### config.mk
export PLATFORM = sky130hd
export DESIGN_NAME = serial_eeprom_target
export DESIGN_NICKNAME = d
export VERILOG_FILES = /design/src/hw/eeprom_pkg.sv /design/src/hw/wr_fifo.sv /design/src/hw/serial_eeprom_target.sv
export SDC_FILE = /design/constraint.sdc
export NUM_CORES = 2
export LEC_CHECK = 0
export BUFFER_PORTS_ARGS = -buffer_cell sky130_fd_sc_hd__clkbuf_2
export CAP_MARGIN = 5
export CORE_MARGIN = 2
export CORE_UTILIZATION = 50
export DETAILED_ROUTE_END_ITERATION = 8
export GPL_ROUTABILITY_DRIVEN = 1
export PLACE_DENSITY = 0.64
export SLEW_MARGIN = 20
export SYNTH_ARGS = -nofsm -noshare
export SYNTH_HDL_FRONTEND = slang
export SYNTH_SLANG_ARGS = --single-unit
### constraint.sdc
create_clock -name clock_i -period 5.8 [get_ports clock_i]
set_input_delay 1.16 -clock clock_i [delete_from_list [all_inputs] [get_ports clock_i]]
set_output_delay 1.16 -clock clock_i [all_outputs]
set_load 0.02 [all_outputs]
### src/hw/eeprom_pkg.sv
// Constants, types and timing shared by the serial memory target.
package eeprom_pkg;
    localparam int ADDR_W = 8;
    localparam int DATA_W = 8;
    localparam int MEM_WORDS = 256;
    localparam int OFS_W = 3;
    localparam int FIFO_DEPTH = 16;
    localparam logic [6:0] DEV_ADDR = 7'h50;
    localparam logic [3:0] BIT_ACK = 4'h8;
    localparam logic [3:0] BIT_END = 4'h9;
    localparam int CLK_HZ = 50000000;
    localparam int T_WR_MS = 5;
    localparam int WR_CYCLES = T_WR_MS * (CLK_HZ / 1000);
    localparam int WR_CNT_W = 18;

    typedef struct packed {
        logic [ADDR_W-1:0] addr;
        logic [DATA_W-1:0] data;
    } wr_entry_t;

    typedef enum logic [2:0] {
        ST_IDLE = 3'b000,
        ST_DEV = 3'b001,
        ST_WORD = 3'b010,
        ST_WDATA = 3'b011,
        ST_RDATA = 3'b100
    } phase_t;
endpackage

### src/hw/wr_fifo.sv
// Small synchronous FIFO holding address and data pairs waiting to be programmed.
module wr_fifo #(
    parameter int WIDTH = 16,
    parameter int DEPTH = 16
) (
    // Clock and reset
    input wire logic clock_i,
    input wire logic rst_n_i,
    // Fill side
    input wire logic in_valid_i,
    output logic in_ready_o,
    input wire logic [WIDTH-1:0] in_data_i,
    // Drain side
    output logic out_valid_o,
    input wire logic out_ready_i,
    output logic [WIDTH-1:0] out_data_o
);
    localparam int PTR_W = $clog2(DEPTH);

    logic [WIDTH-1:0] store [DEPTH];
    logic [PTR_W-1:0] wr_ptr_r;
    logic [PTR_W-1:0] rd_ptr_r;
    logic [PTR_W:0] count_r;
    wire push = in_valid_i && in_ready_o;
    wire pop = out_valid_o && out_ready_i;

    assign in_ready_o = count_r != (PTR_W+1)'(DEPTH);
    assign out_valid_o = count_r != '0;
    assign out_data_o = store[rd_ptr_r];

    always_ff @(posedge clock_i) begin
        if (push) begin
            store[wr_ptr_r] <= in_data_i;
        end
    end

    always_ff @(posedge clock_i or negedge rst_n_i) begin
        if (!rst_n_i) begin
            wr_ptr_r <= '0;
            rd_ptr_r <= '0;
            count_r <= '0;
        end else begin
            wr_ptr_r <= push ? PTR_W'(wr_ptr_r + 1'b1) : wr_ptr_r;
            rd_ptr_r <= pop ? PTR_W'(rd_ptr_r + 1'b1) : rd_ptr_r;
            count_r <= (PTR_W+1)'(count_r + push - pop);
        end
    end
endmodule

### src/hw/serial_eeprom_target.sv
// Two-wire serial memory target: bus decoder, byte array and self-timed programming.
module serial_eeprom_target #(
    parameter int WR_CYCLES = eeprom_pkg::WR_CYCLES
) (
    // Clock and reset
    input wire logic clock_i,
    input wire logic rst_n_i,
    // Two-wire bus
    input wire logic scl_i,
    input wire logic sda_i,
    output logic sda_o,
    output logic sda_oe_o,
    // Straps and protection
    input wire logic [2:0] unused_strap_pins_i,
    input wire logic wp_i,
    // Status
    output logic write_busy_o
);
    // Pin synchronisers: index 2 is SCL, 1 is SDA, 0 is write protect.
    logic [2:0] sync_a_r;
    logic [2:0] sync_b_r;
    logic scl_q_r;
    logic sda_q_r;

    eeprom_pkg::phase_t state_r;
    logic [3:0] bit_cnt_r;
    logic [7:0] shift_r;
    logic [7:0] tx_r;
    logic [eeprom_pkg::ADDR_W-1:0] addr_r;
    logic sda_oe_r;
    logic is_read_r;
    logic mnack_r;
    logic wr_pend_r;
    logic busy_r;
    logic [eeprom_pkg::WR_CNT_W-1:0] wr_cnt_r;

    logic [eeprom_pkg::DATA_W-1:0] mem [eeprom_pkg::MEM_WORDS];

    eeprom_pkg::wr_entry_t fifo_in;
    eeprom_pkg::wr_entry_t fifo_out;
    logic fifo_in_ready;
    logic fifo_out_valid;

    wire scl_s = sync_b_r[2];
    wire sda_s = sync_b_r[1];
    wire wp_s = sync_b_r[0];
    wire scl_rise = scl_s && !scl_q_r;
    wire scl_fall = !scl_s && scl_q_r;
    wire start_det = scl_s && scl_q_r && sda_q_r && !sda_s;
    wire stop_det = scl_s && scl_q_r && !sda_q_r && sda_s;
    wire in_ack_slot = scl_fall && (bit_cnt_r == eeprom_pkg::BIT_ACK);
    wire ack_end = scl_fall && (bit_cnt_r == eeprom_pkg::BIT_END);
    // The strap pins take no part in the match, so one fixed address answers.
    wire dev_match = shift_r[7:1] == eeprom_pkg::DEV_ADDR;
    // Address polling: the target stays silent while it programs.
    wire dev_ack = dev_match && !busy_r;
    // A protected byte is acknowledged but never queued.
    wire data_ack = wp_s || fifo_in_ready;
    wire is_dev = state_r == eeprom_pkg::ST_DEV;
    wire is_word = state_r == eeprom_pkg::ST_WORD;
    wire is_wdata = state_r == eeprom_pkg::ST_WDATA;
    wire is_rdata = state_r == eeprom_pkg::ST_RDATA;
    wire push = in_ack_slot && is_wdata && !wp_s && fifo_in_ready;
    wire ack_now = in_ack_slot && ((is_dev && dev_ack) || is_word || (is_wdata && data_ack));
    wire [7:0] rd_byte = mem[addr_r];
    // Page writes wrap inside their 8-byte page; reads walk the whole array.
    wire [eeprom_pkg::ADDR_W-1:0] page_next = {addr_r[eeprom_pkg::ADDR_W-1:eeprom_pkg::OFS_W],
        eeprom_pkg::OFS_W'(addr_r[eeprom_pkg::OFS_W-1:0] + 1'b1)};
    wire [eeprom_pkg::ADDR_W-1:0] addr_inc = eeprom_pkg::ADDR_W'(addr_r + 1'b1);
    wire [eeprom_pkg::WR_CNT_W-1:0] cnt_last = eeprom_pkg::WR_CNT_W'(WR_CYCLES - 1);
    wire cnt_done = wr_cnt_r == cnt_last;
    wire start_prog = stop_det && wr_pend_r && fifo_out_valid && !busy_r;
    wire pop = busy_r && fifo_out_valid;

    assign fifo_in = '{addr: addr_r, data: shift_r};
    assign sda_o = 1'b0;
    assign sda_oe_o = sda_oe_r;
    assign write_busy_o = busy_r;

    always_ff @(posedge clock_i or negedge rst_n_i) begin
        if (!rst_n_i) begin
            sync_a_r <= 3'h7;
            sync_b_r <= 3'h7;
            scl_q_r <= 1'b1;
            sda_q_r <= 1'b1;
        end else begin
            sync_a_r <= {scl_i, sda_i, wp_i};
            sync_b_r <= sync_a_r;
            scl_q_r <= scl_s;
            sda_q_r <= sda_s;
        end
    end

    // Byte engine. Inputs shift on SCL rise, SDA drive moves on SCL fall and is also released at a start or stop.
    always_ff @(posedge clock_i or negedge rst_n_i) begin
        if (!rst_n_i) begin
            state_r <= eeprom_pkg::ST_IDLE;
            bit_cnt_r <= 4'h0;
            shift_r <= 8'h00;
            tx_r <= 8'h00;
            addr_r <= 8'h00;
            sda_oe_r <= 1'b0;
            is_read_r <= 1'b0;
            mnack_r <= 1'b1;
            wr_pend_r <= 1'b0;
        end else if (start_det) begin
            state_r <= eeprom_pkg::ST_DEV;
            bit_cnt_r <= 4'h0;
            sda_oe_r <= 1'b0;
        end else if (stop_det) begin
            state_r <= eeprom_pkg::ST_IDLE;
            bit_cnt_r <= 4'h0;
            sda_oe_r <= 1'b0;
            wr_pend_r <= 1'b0;
        end else if (state_r != eeprom_pkg::ST_IDLE) begin
            if (scl_rise) begin
                bit_cnt_r <= 4'(bit_cnt_r + 1'b1);
                if (!is_rdata) begin
                    shift_r <= {shift_r[6:0], sda_s};
                end else if (bit_cnt_r == eeprom_pkg::BIT_ACK) begin
                    mnack_r <= sda_s;
                end
            end else if (in_ack_slot) begin
                sda_oe_r <= ack_now;
                if (is_dev) begin
                    is_read_r <= shift_r[0];
                    if (!dev_ack) begin
                        state_r <= eeprom_pkg::ST_IDLE;
                    end
                end
                if (is_word) begin
                    addr_r <= shift_r;
                end
                if (is_wdata) begin
                    addr_r <= page_next;
                    wr_pend_r <= wr_pend_r || push;
                end
            end else if (ack_end) begin
                bit_cnt_r <= 4'h0;
                sda_oe_r <= 1'b0;
                case (state_r)
                    eeprom_pkg::ST_DEV: begin
                        if (is_read_r) begin
                            state_r <= eeprom_pkg::ST_RDATA;
                            tx_r <= rd_byte;
                            sda_oe_r <= !rd_byte[7];
                            addr_r <= addr_inc;
                        end else begin
                            state_r <= eeprom_pkg::ST_WORD;
                        end
                    end
                    eeprom_pkg::ST_WORD: begin
                        state_r <= eeprom_pkg::ST_WDATA;
                    end
                    eeprom_pkg::ST_RDATA: begin
                        if (!mnack_r) begin
                            tx_r <= rd_byte;
                            sda_oe_r <= !rd_byte[7];
                            addr_r <= addr_inc;
                        end else begin
                            state_r <= eeprom_pkg::ST_IDLE;
                        end
                    end
                    default: begin
                        state_r <= state_r;
                    end
                endcase
            end else if (scl_fall && is_rdata) begin
                tx_r <= {tx_r[6:0], 1'b0};
                sda_oe_r <= !tx_r[6];
            end
        end
    end

    // Self-timed write: the FIFO drains into the array while the timer runs out.
    always_ff @(posedge clock_i or negedge rst_n_i) begin
        if (!rst_n_i) begin
            busy_r <= 1'b0;
            wr_cnt_r <= '0;
        end else if (start_prog) begin
            busy_r <= 1'b1;
            wr_cnt_r <= '0;
        end else if (busy_r) begin
            if (!cnt_done) begin
                wr_cnt_r <= eeprom_pkg::WR_CNT_W'(wr_cnt_r + 1'b1);
            end else if (!fifo_out_valid) begin
                busy_r <= 1'b0;
            end
        end
    end

    // The array is nonvolatile, so it has no reset.
    always_ff @(posedge clock_i) begin
        if (pop) begin
            mem[fifo_out.addr] <= fifo_out.data;
        end
    end

    wr_fifo #(
        .WIDTH($bits(eeprom_pkg::wr_entry_t)),
        .DEPTH(eeprom_pkg::FIFO_DEPTH)
    ) u_wr_fifo (
        .clock_i(clock_i),
        .rst_n_i(rst_n_i),
        .in_valid_i(push),
        .in_ready_o(fifo_in_ready),
        .in_data_i(fifo_in),
        .out_valid_o(fifo_out_valid),
        .out_ready_i(busy_r),
        .out_data_o(fifo_out)
    );

    property p_oe_after_fall;
        @(posedge clock_i) disable iff (!rst_n_i)
        $rose(sda_oe_r) |-> $past(scl_fall);
    endproperty
    a_oe_after_fall: assert property (p_oe_after_fall) else $error("SDA pulled off a falling edge");

    property p_open_drain;
        @(posedge clock_i) disable iff (!rst_n_i)
        sda_oe_o |-> (sda_o == 1'b0) && state_r != eeprom_pkg::ST_IDLE;
    endproperty
    a_open_drain: assert property (p_open_drain) else $error("SDA driven high");

    property p_word_ack;
        @(posedge clock_i) disable iff (!rst_n_i)
        (in_ack_slot && is_word && !start_det && !stop_det) |=> sda_oe_r;
    endproperty
    a_word_ack: assert property (p_word_ack) else $error("Word address not acknowledged");

    property p_dev_nack;
        @(posedge clock_i) disable iff (!rst_n_i)
        (in_ack_slot && is_dev && !dev_match && !start_det && !stop_det)
            |=> !sda_oe_r && state_r == eeprom_pkg::ST_IDLE;
    endproperty
    a_dev_nack: assert property (p_dev_nack) else $error("Foreign address acknowledged");

    // A protected byte must leave both the commit flag and the queue untouched.
    property p_wp_no_queue;
        @(posedge clock_i) disable iff (!rst_n_i)
        (in_ack_slot && is_wdata && wp_s && !start_det && !stop_det)
            |=> $stable(wr_pend_r) && $stable(fifo_out_valid);
    endproperty
    a_wp_no_queue: assert property (p_wp_no_queue) else $error("Protected byte queued");

    property p_wp_ack;
        @(posedge clock_i) disable iff (!rst_n_i)
        (in_ack_slot && is_wdata && wp_s && !start_det && !stop_det) |=> sda_oe_r;
    endproperty
    a_wp_ack: assert property (p_wp_ack) else $error("Protected byte not acknowledged");

    property p_page_wrap;
        @(posedge clock_i) disable iff (!rst_n_i)
        push |=> addr_r[7:3] == $past(addr_r[7:3]) && addr_r[2:0] == 3'($past(addr_r[2:0]) + 1'b1);
    endproperty
    a_page_wrap: assert property (p_page_wrap) else $error("Page write left its page");

    property p_prog_start;
        @(posedge clock_i) disable iff (!rst_n_i)
        start_prog |=> busy_r && wr_cnt_r == '0;
    endproperty
    a_prog_start: assert property (p_prog_start) else $error("Programming did not start at stop");

    property p_prog_bound;
        @(posedge clock_i) disable iff (!rst_n_i)
        busy_r |-> wr_cnt_r <= cnt_last;
    endproperty
    a_prog_bound: assert property (p_prog_bound) else $error("Write cycle overran");

    c_page_write: cover property (@(posedge clock_i) disable iff (!rst_n_i) start_prog);
    c_read_byte: cover property (@(posedge clock_i) disable iff (!rst_n_i) ack_end && is_rdata);
    c_wp_block: cover property (@(posedge clock_i) disable iff (!rst_n_i) in_ack_slot && is_wdata && wp_s);
endmodule

==> results_dict.tcl <==
set metrics [dict create \
    run_status "complete, no violations" \
    ys.flop_type "edfxtp_1" \
    slew_headroom 0.0924 \
    crit_path_cell_trace "buf_4, buf_4, mux4_2, mux4_4, buf_16, buf_12" \
    place_congestion 0.883 \
    hold_buffers 0 \
    num_io_pins 11 \
    syn_area_per_cell_um2 20.2 \
    period_minus_slack_ns 4.65 \
    synth_edf_count 2304 \
    setup_viol 0 \
    grt_first_pass_wirelength_mm 349 \
    overflow 0 \
    synth.top_cell.area_share 0.741 \
    htree_levels 4 \
    netlist_area_um2 93300 \
    worstReg2RegEnd "mem[216][4]" \
    fin_cells 7583 \
    drive_gt1_frac 0.239 \
    num_rows 158 \
    worstPathMaxFanout 160 \
    cts_buffers 230 \
    timing.hold.ws_ns 0.254 \
    cp_slowest_cell "mux4_4" \
    rsz0062_at_grt "false" \
    antenna_found_initial 12 \
    cap_violations 0 \
    final.setup.tns_ns 0 \
    synth_warnings 0 \
    period_share 0.801 \
    place_ws_ns 1.25 \
    cts_tree "built" \
    drc 0 \
    firstDrtPassIters 6 \
    core_um2 185000 \
    clk-insertion-delay-late_ns 0.87 \
    hp-class "input port to asynchronous set/reset pin" \
    synth_common_cells "edfxtp_1, mux4_2, nor2_1, mux2i_1, nand2_1" \
    total_power_mw 35.7 \
    cp_top_family "multiplexers" \
    dieArea_um2 190000 \
    worstSetupEndpointType "flip-flop" \
    power_density_nw_per_um2 339 \
    synth_top_cell_by_area "edfxtp_1" \
    num_vias 48276 \
    die_w_um 436 \
    layout.nets 4933 \
    max_stage_delay_ns 0.83 \
    first_iter_violations 6668 \
    clk_pin_slew_ns 0.06 \
    ys_types 80 \
    worst_pin_slew_ns 1.36 \
    placed_cells 7153 \
    cts-resized-gates 0 \
    rrSetupSlack_ns 1.15 \
    syn_nets 4648 \
    synth-seq-cells 2378 \
    syn2layout_area_growth_pct 12.6 \
    hold_viol 0 \
    ys_seq_area_frac 0.761 \
    cp_num_buf_inv 4 \
    wl_per_cell_um 32.4 \
    ant_nets 0 \
    synth.most_common_cell "edfxtp_1" \
    grt_start_max_net_pins 230 \
    clock_sinks 2378 \
    synthTopCellsByArea "edfxtp_1, mux4_2, mux2i_1, dfrtp_1, nor2_1" \
    vdd_drop_max_uv 322 \
    async_flop_share 0.0311 \
    die_h_um 436 \
    arrival_ns 4.97 \
    p_leak_nw 32.1 \
    crit_path_frequent_cell "buf_4" \
    grt_pass1_vias 47075 \
    dp_hpwl_mm 147 \
    clockBufferDepth 3 \
    viasPerCell 6.37 \
    path_depth 6 \
    routed_wl_mm 246 \
    syn_inst 4623 \
    cts_root_buf "clkbuf_16" \
    grt.total_usage 0.258 \
    postCtsSetupRepairBufs 0 \
    fmax_ghz 0.215 \
    skew_ns 0.0635 \
    startpoint "u_wr_fifo.rd_ptr_r[0]" \
    setup_ws_ns 1.15 \
    cp.required_ns 6.12 \
    critPathKind "flip-flop to flip-flop" \
    r2r_cells 6 \
    portBuffers 6 \
    initial_core_util 0.503 \
    num-fill-cells 13846 \
    rr_startpoint "u_wr_fifo.rd_ptr_r[0]" \
    final-max-slew-violation-count 0 \
    start_kind "flip-flop" \
]
[per-stage QoR]
step           cell area (um2)   util
2_1_floorplan            93300      -
3_5_place_dp             97800  0.527
6_report                105000  0.567
4_1_cts                 105000  0.566
5_1_grt                 105000  0.567
3_3_place_gp             97800  0.527
[cell families (layout without fill, tap and decap cells)]
group           count (synthesis)  count (layout)  synth area share
mux                           771             771             0.149
other cells                     1               5         0.0000402
buf+inv                       288             764            0.0167
flops                        2378            2378             0.761
fa+ha+maj                      17              17           0.00236
compound gates                476             476            0.0354
simple gates                  670             670            0.0335
xor+xnor                       22              22           0.00206
[final cells by class]
class | instances | area [um2] | share of cell area
Sequential cell | 2378 | 71100 | 0.676
Multi-Input combinational cell | 1957 | 20800 | 0.198
Clock buffer | 310 | 6210 | 0.0591
Tap cell | 2480 | 3100 | 0.0295
Timing Repair Buffer | 315 | 2740 | 0.0261
Clock inverter | 113 | 1000 | 0.00955
Inverter | 26 | 103 | 0.000976
Antenna cell | 4 | 10.0 | 0.0000953
[worst reg2reg max path: stages (launching register included)]
cell and delay [ns]:
dfrtp_4 0.82, buf_4 0.27, buf_4 0.58, mux4_2 0.62, mux4_4 0.83, buf_16 0.29
buf_12 0.33
[per-layer routing]
metal / GRT usage / routed length [um]
met3: 0.0484 / 23700
met1: 0.372 / 97700
met2: 0.402 / 117000
met5: 0 / 12
met4: 0.0813 / 7890
[power by group]
part / total [mW] / switching (mW) / internal (mW) / leakage (nW)
combinational: 2.34 / 1.22 / 1.12 / 6.92
clock: 14.3 / 6.38 / 7.95 / 3.48
sequential: 19.0 / 0.246 / 18.8 / 21.7
[cells in the final DEF, fill, tap and decap left out, types with 23 or more instances in the layout]
cell,netlist,layout
o221ai_1,38,38
o22ai_1,35,35
buf_12,1,26
a221oi_1,30,30
clkinv_2,0,28
o21ai_0,63,63
clkbuf_16,0,230
inv_1,24,23
a21oi_1,93,93
clkbuf_1,116,65
nand3_1,36,36
nand2_1,125,123
edfxtp_1,2304,2304
mux4_2,490,482
a22oi_1,98,98
nor3_1,39,39
dfrtp_1,65,57
mux2_2,31,31
mux2i_1,250,250
clkinv_1,2,52
buf_4,37,281
nor2_1,309,306
[sequential cells by signal, summed over array words and instances, names as in the netlist, 4 cells and up]
register            flops
u_wr_fifo.wr_ptr_r      4
u_wr_fifo.store       256
wr_cnt_r               18
bit_cnt_r               4
shift_r                 8
u_wr_fifo.count_r       5
addr_r                  8
u_wr_fifo.rd_ptr_r      4
tx_r                    7
mem                  2048
[worst max-delay path by stage]
stage,to,slack (ns)
floorplan,mem[0][4],1.68
global placement,mem[162][5],1.31
detailed placement,mem[161][5],1.25
CTS,mem[167][5],1.25
global route,mem[216][4],1.04
finish,mem[216][4],1.15
(Power assumes the default switching activity.)
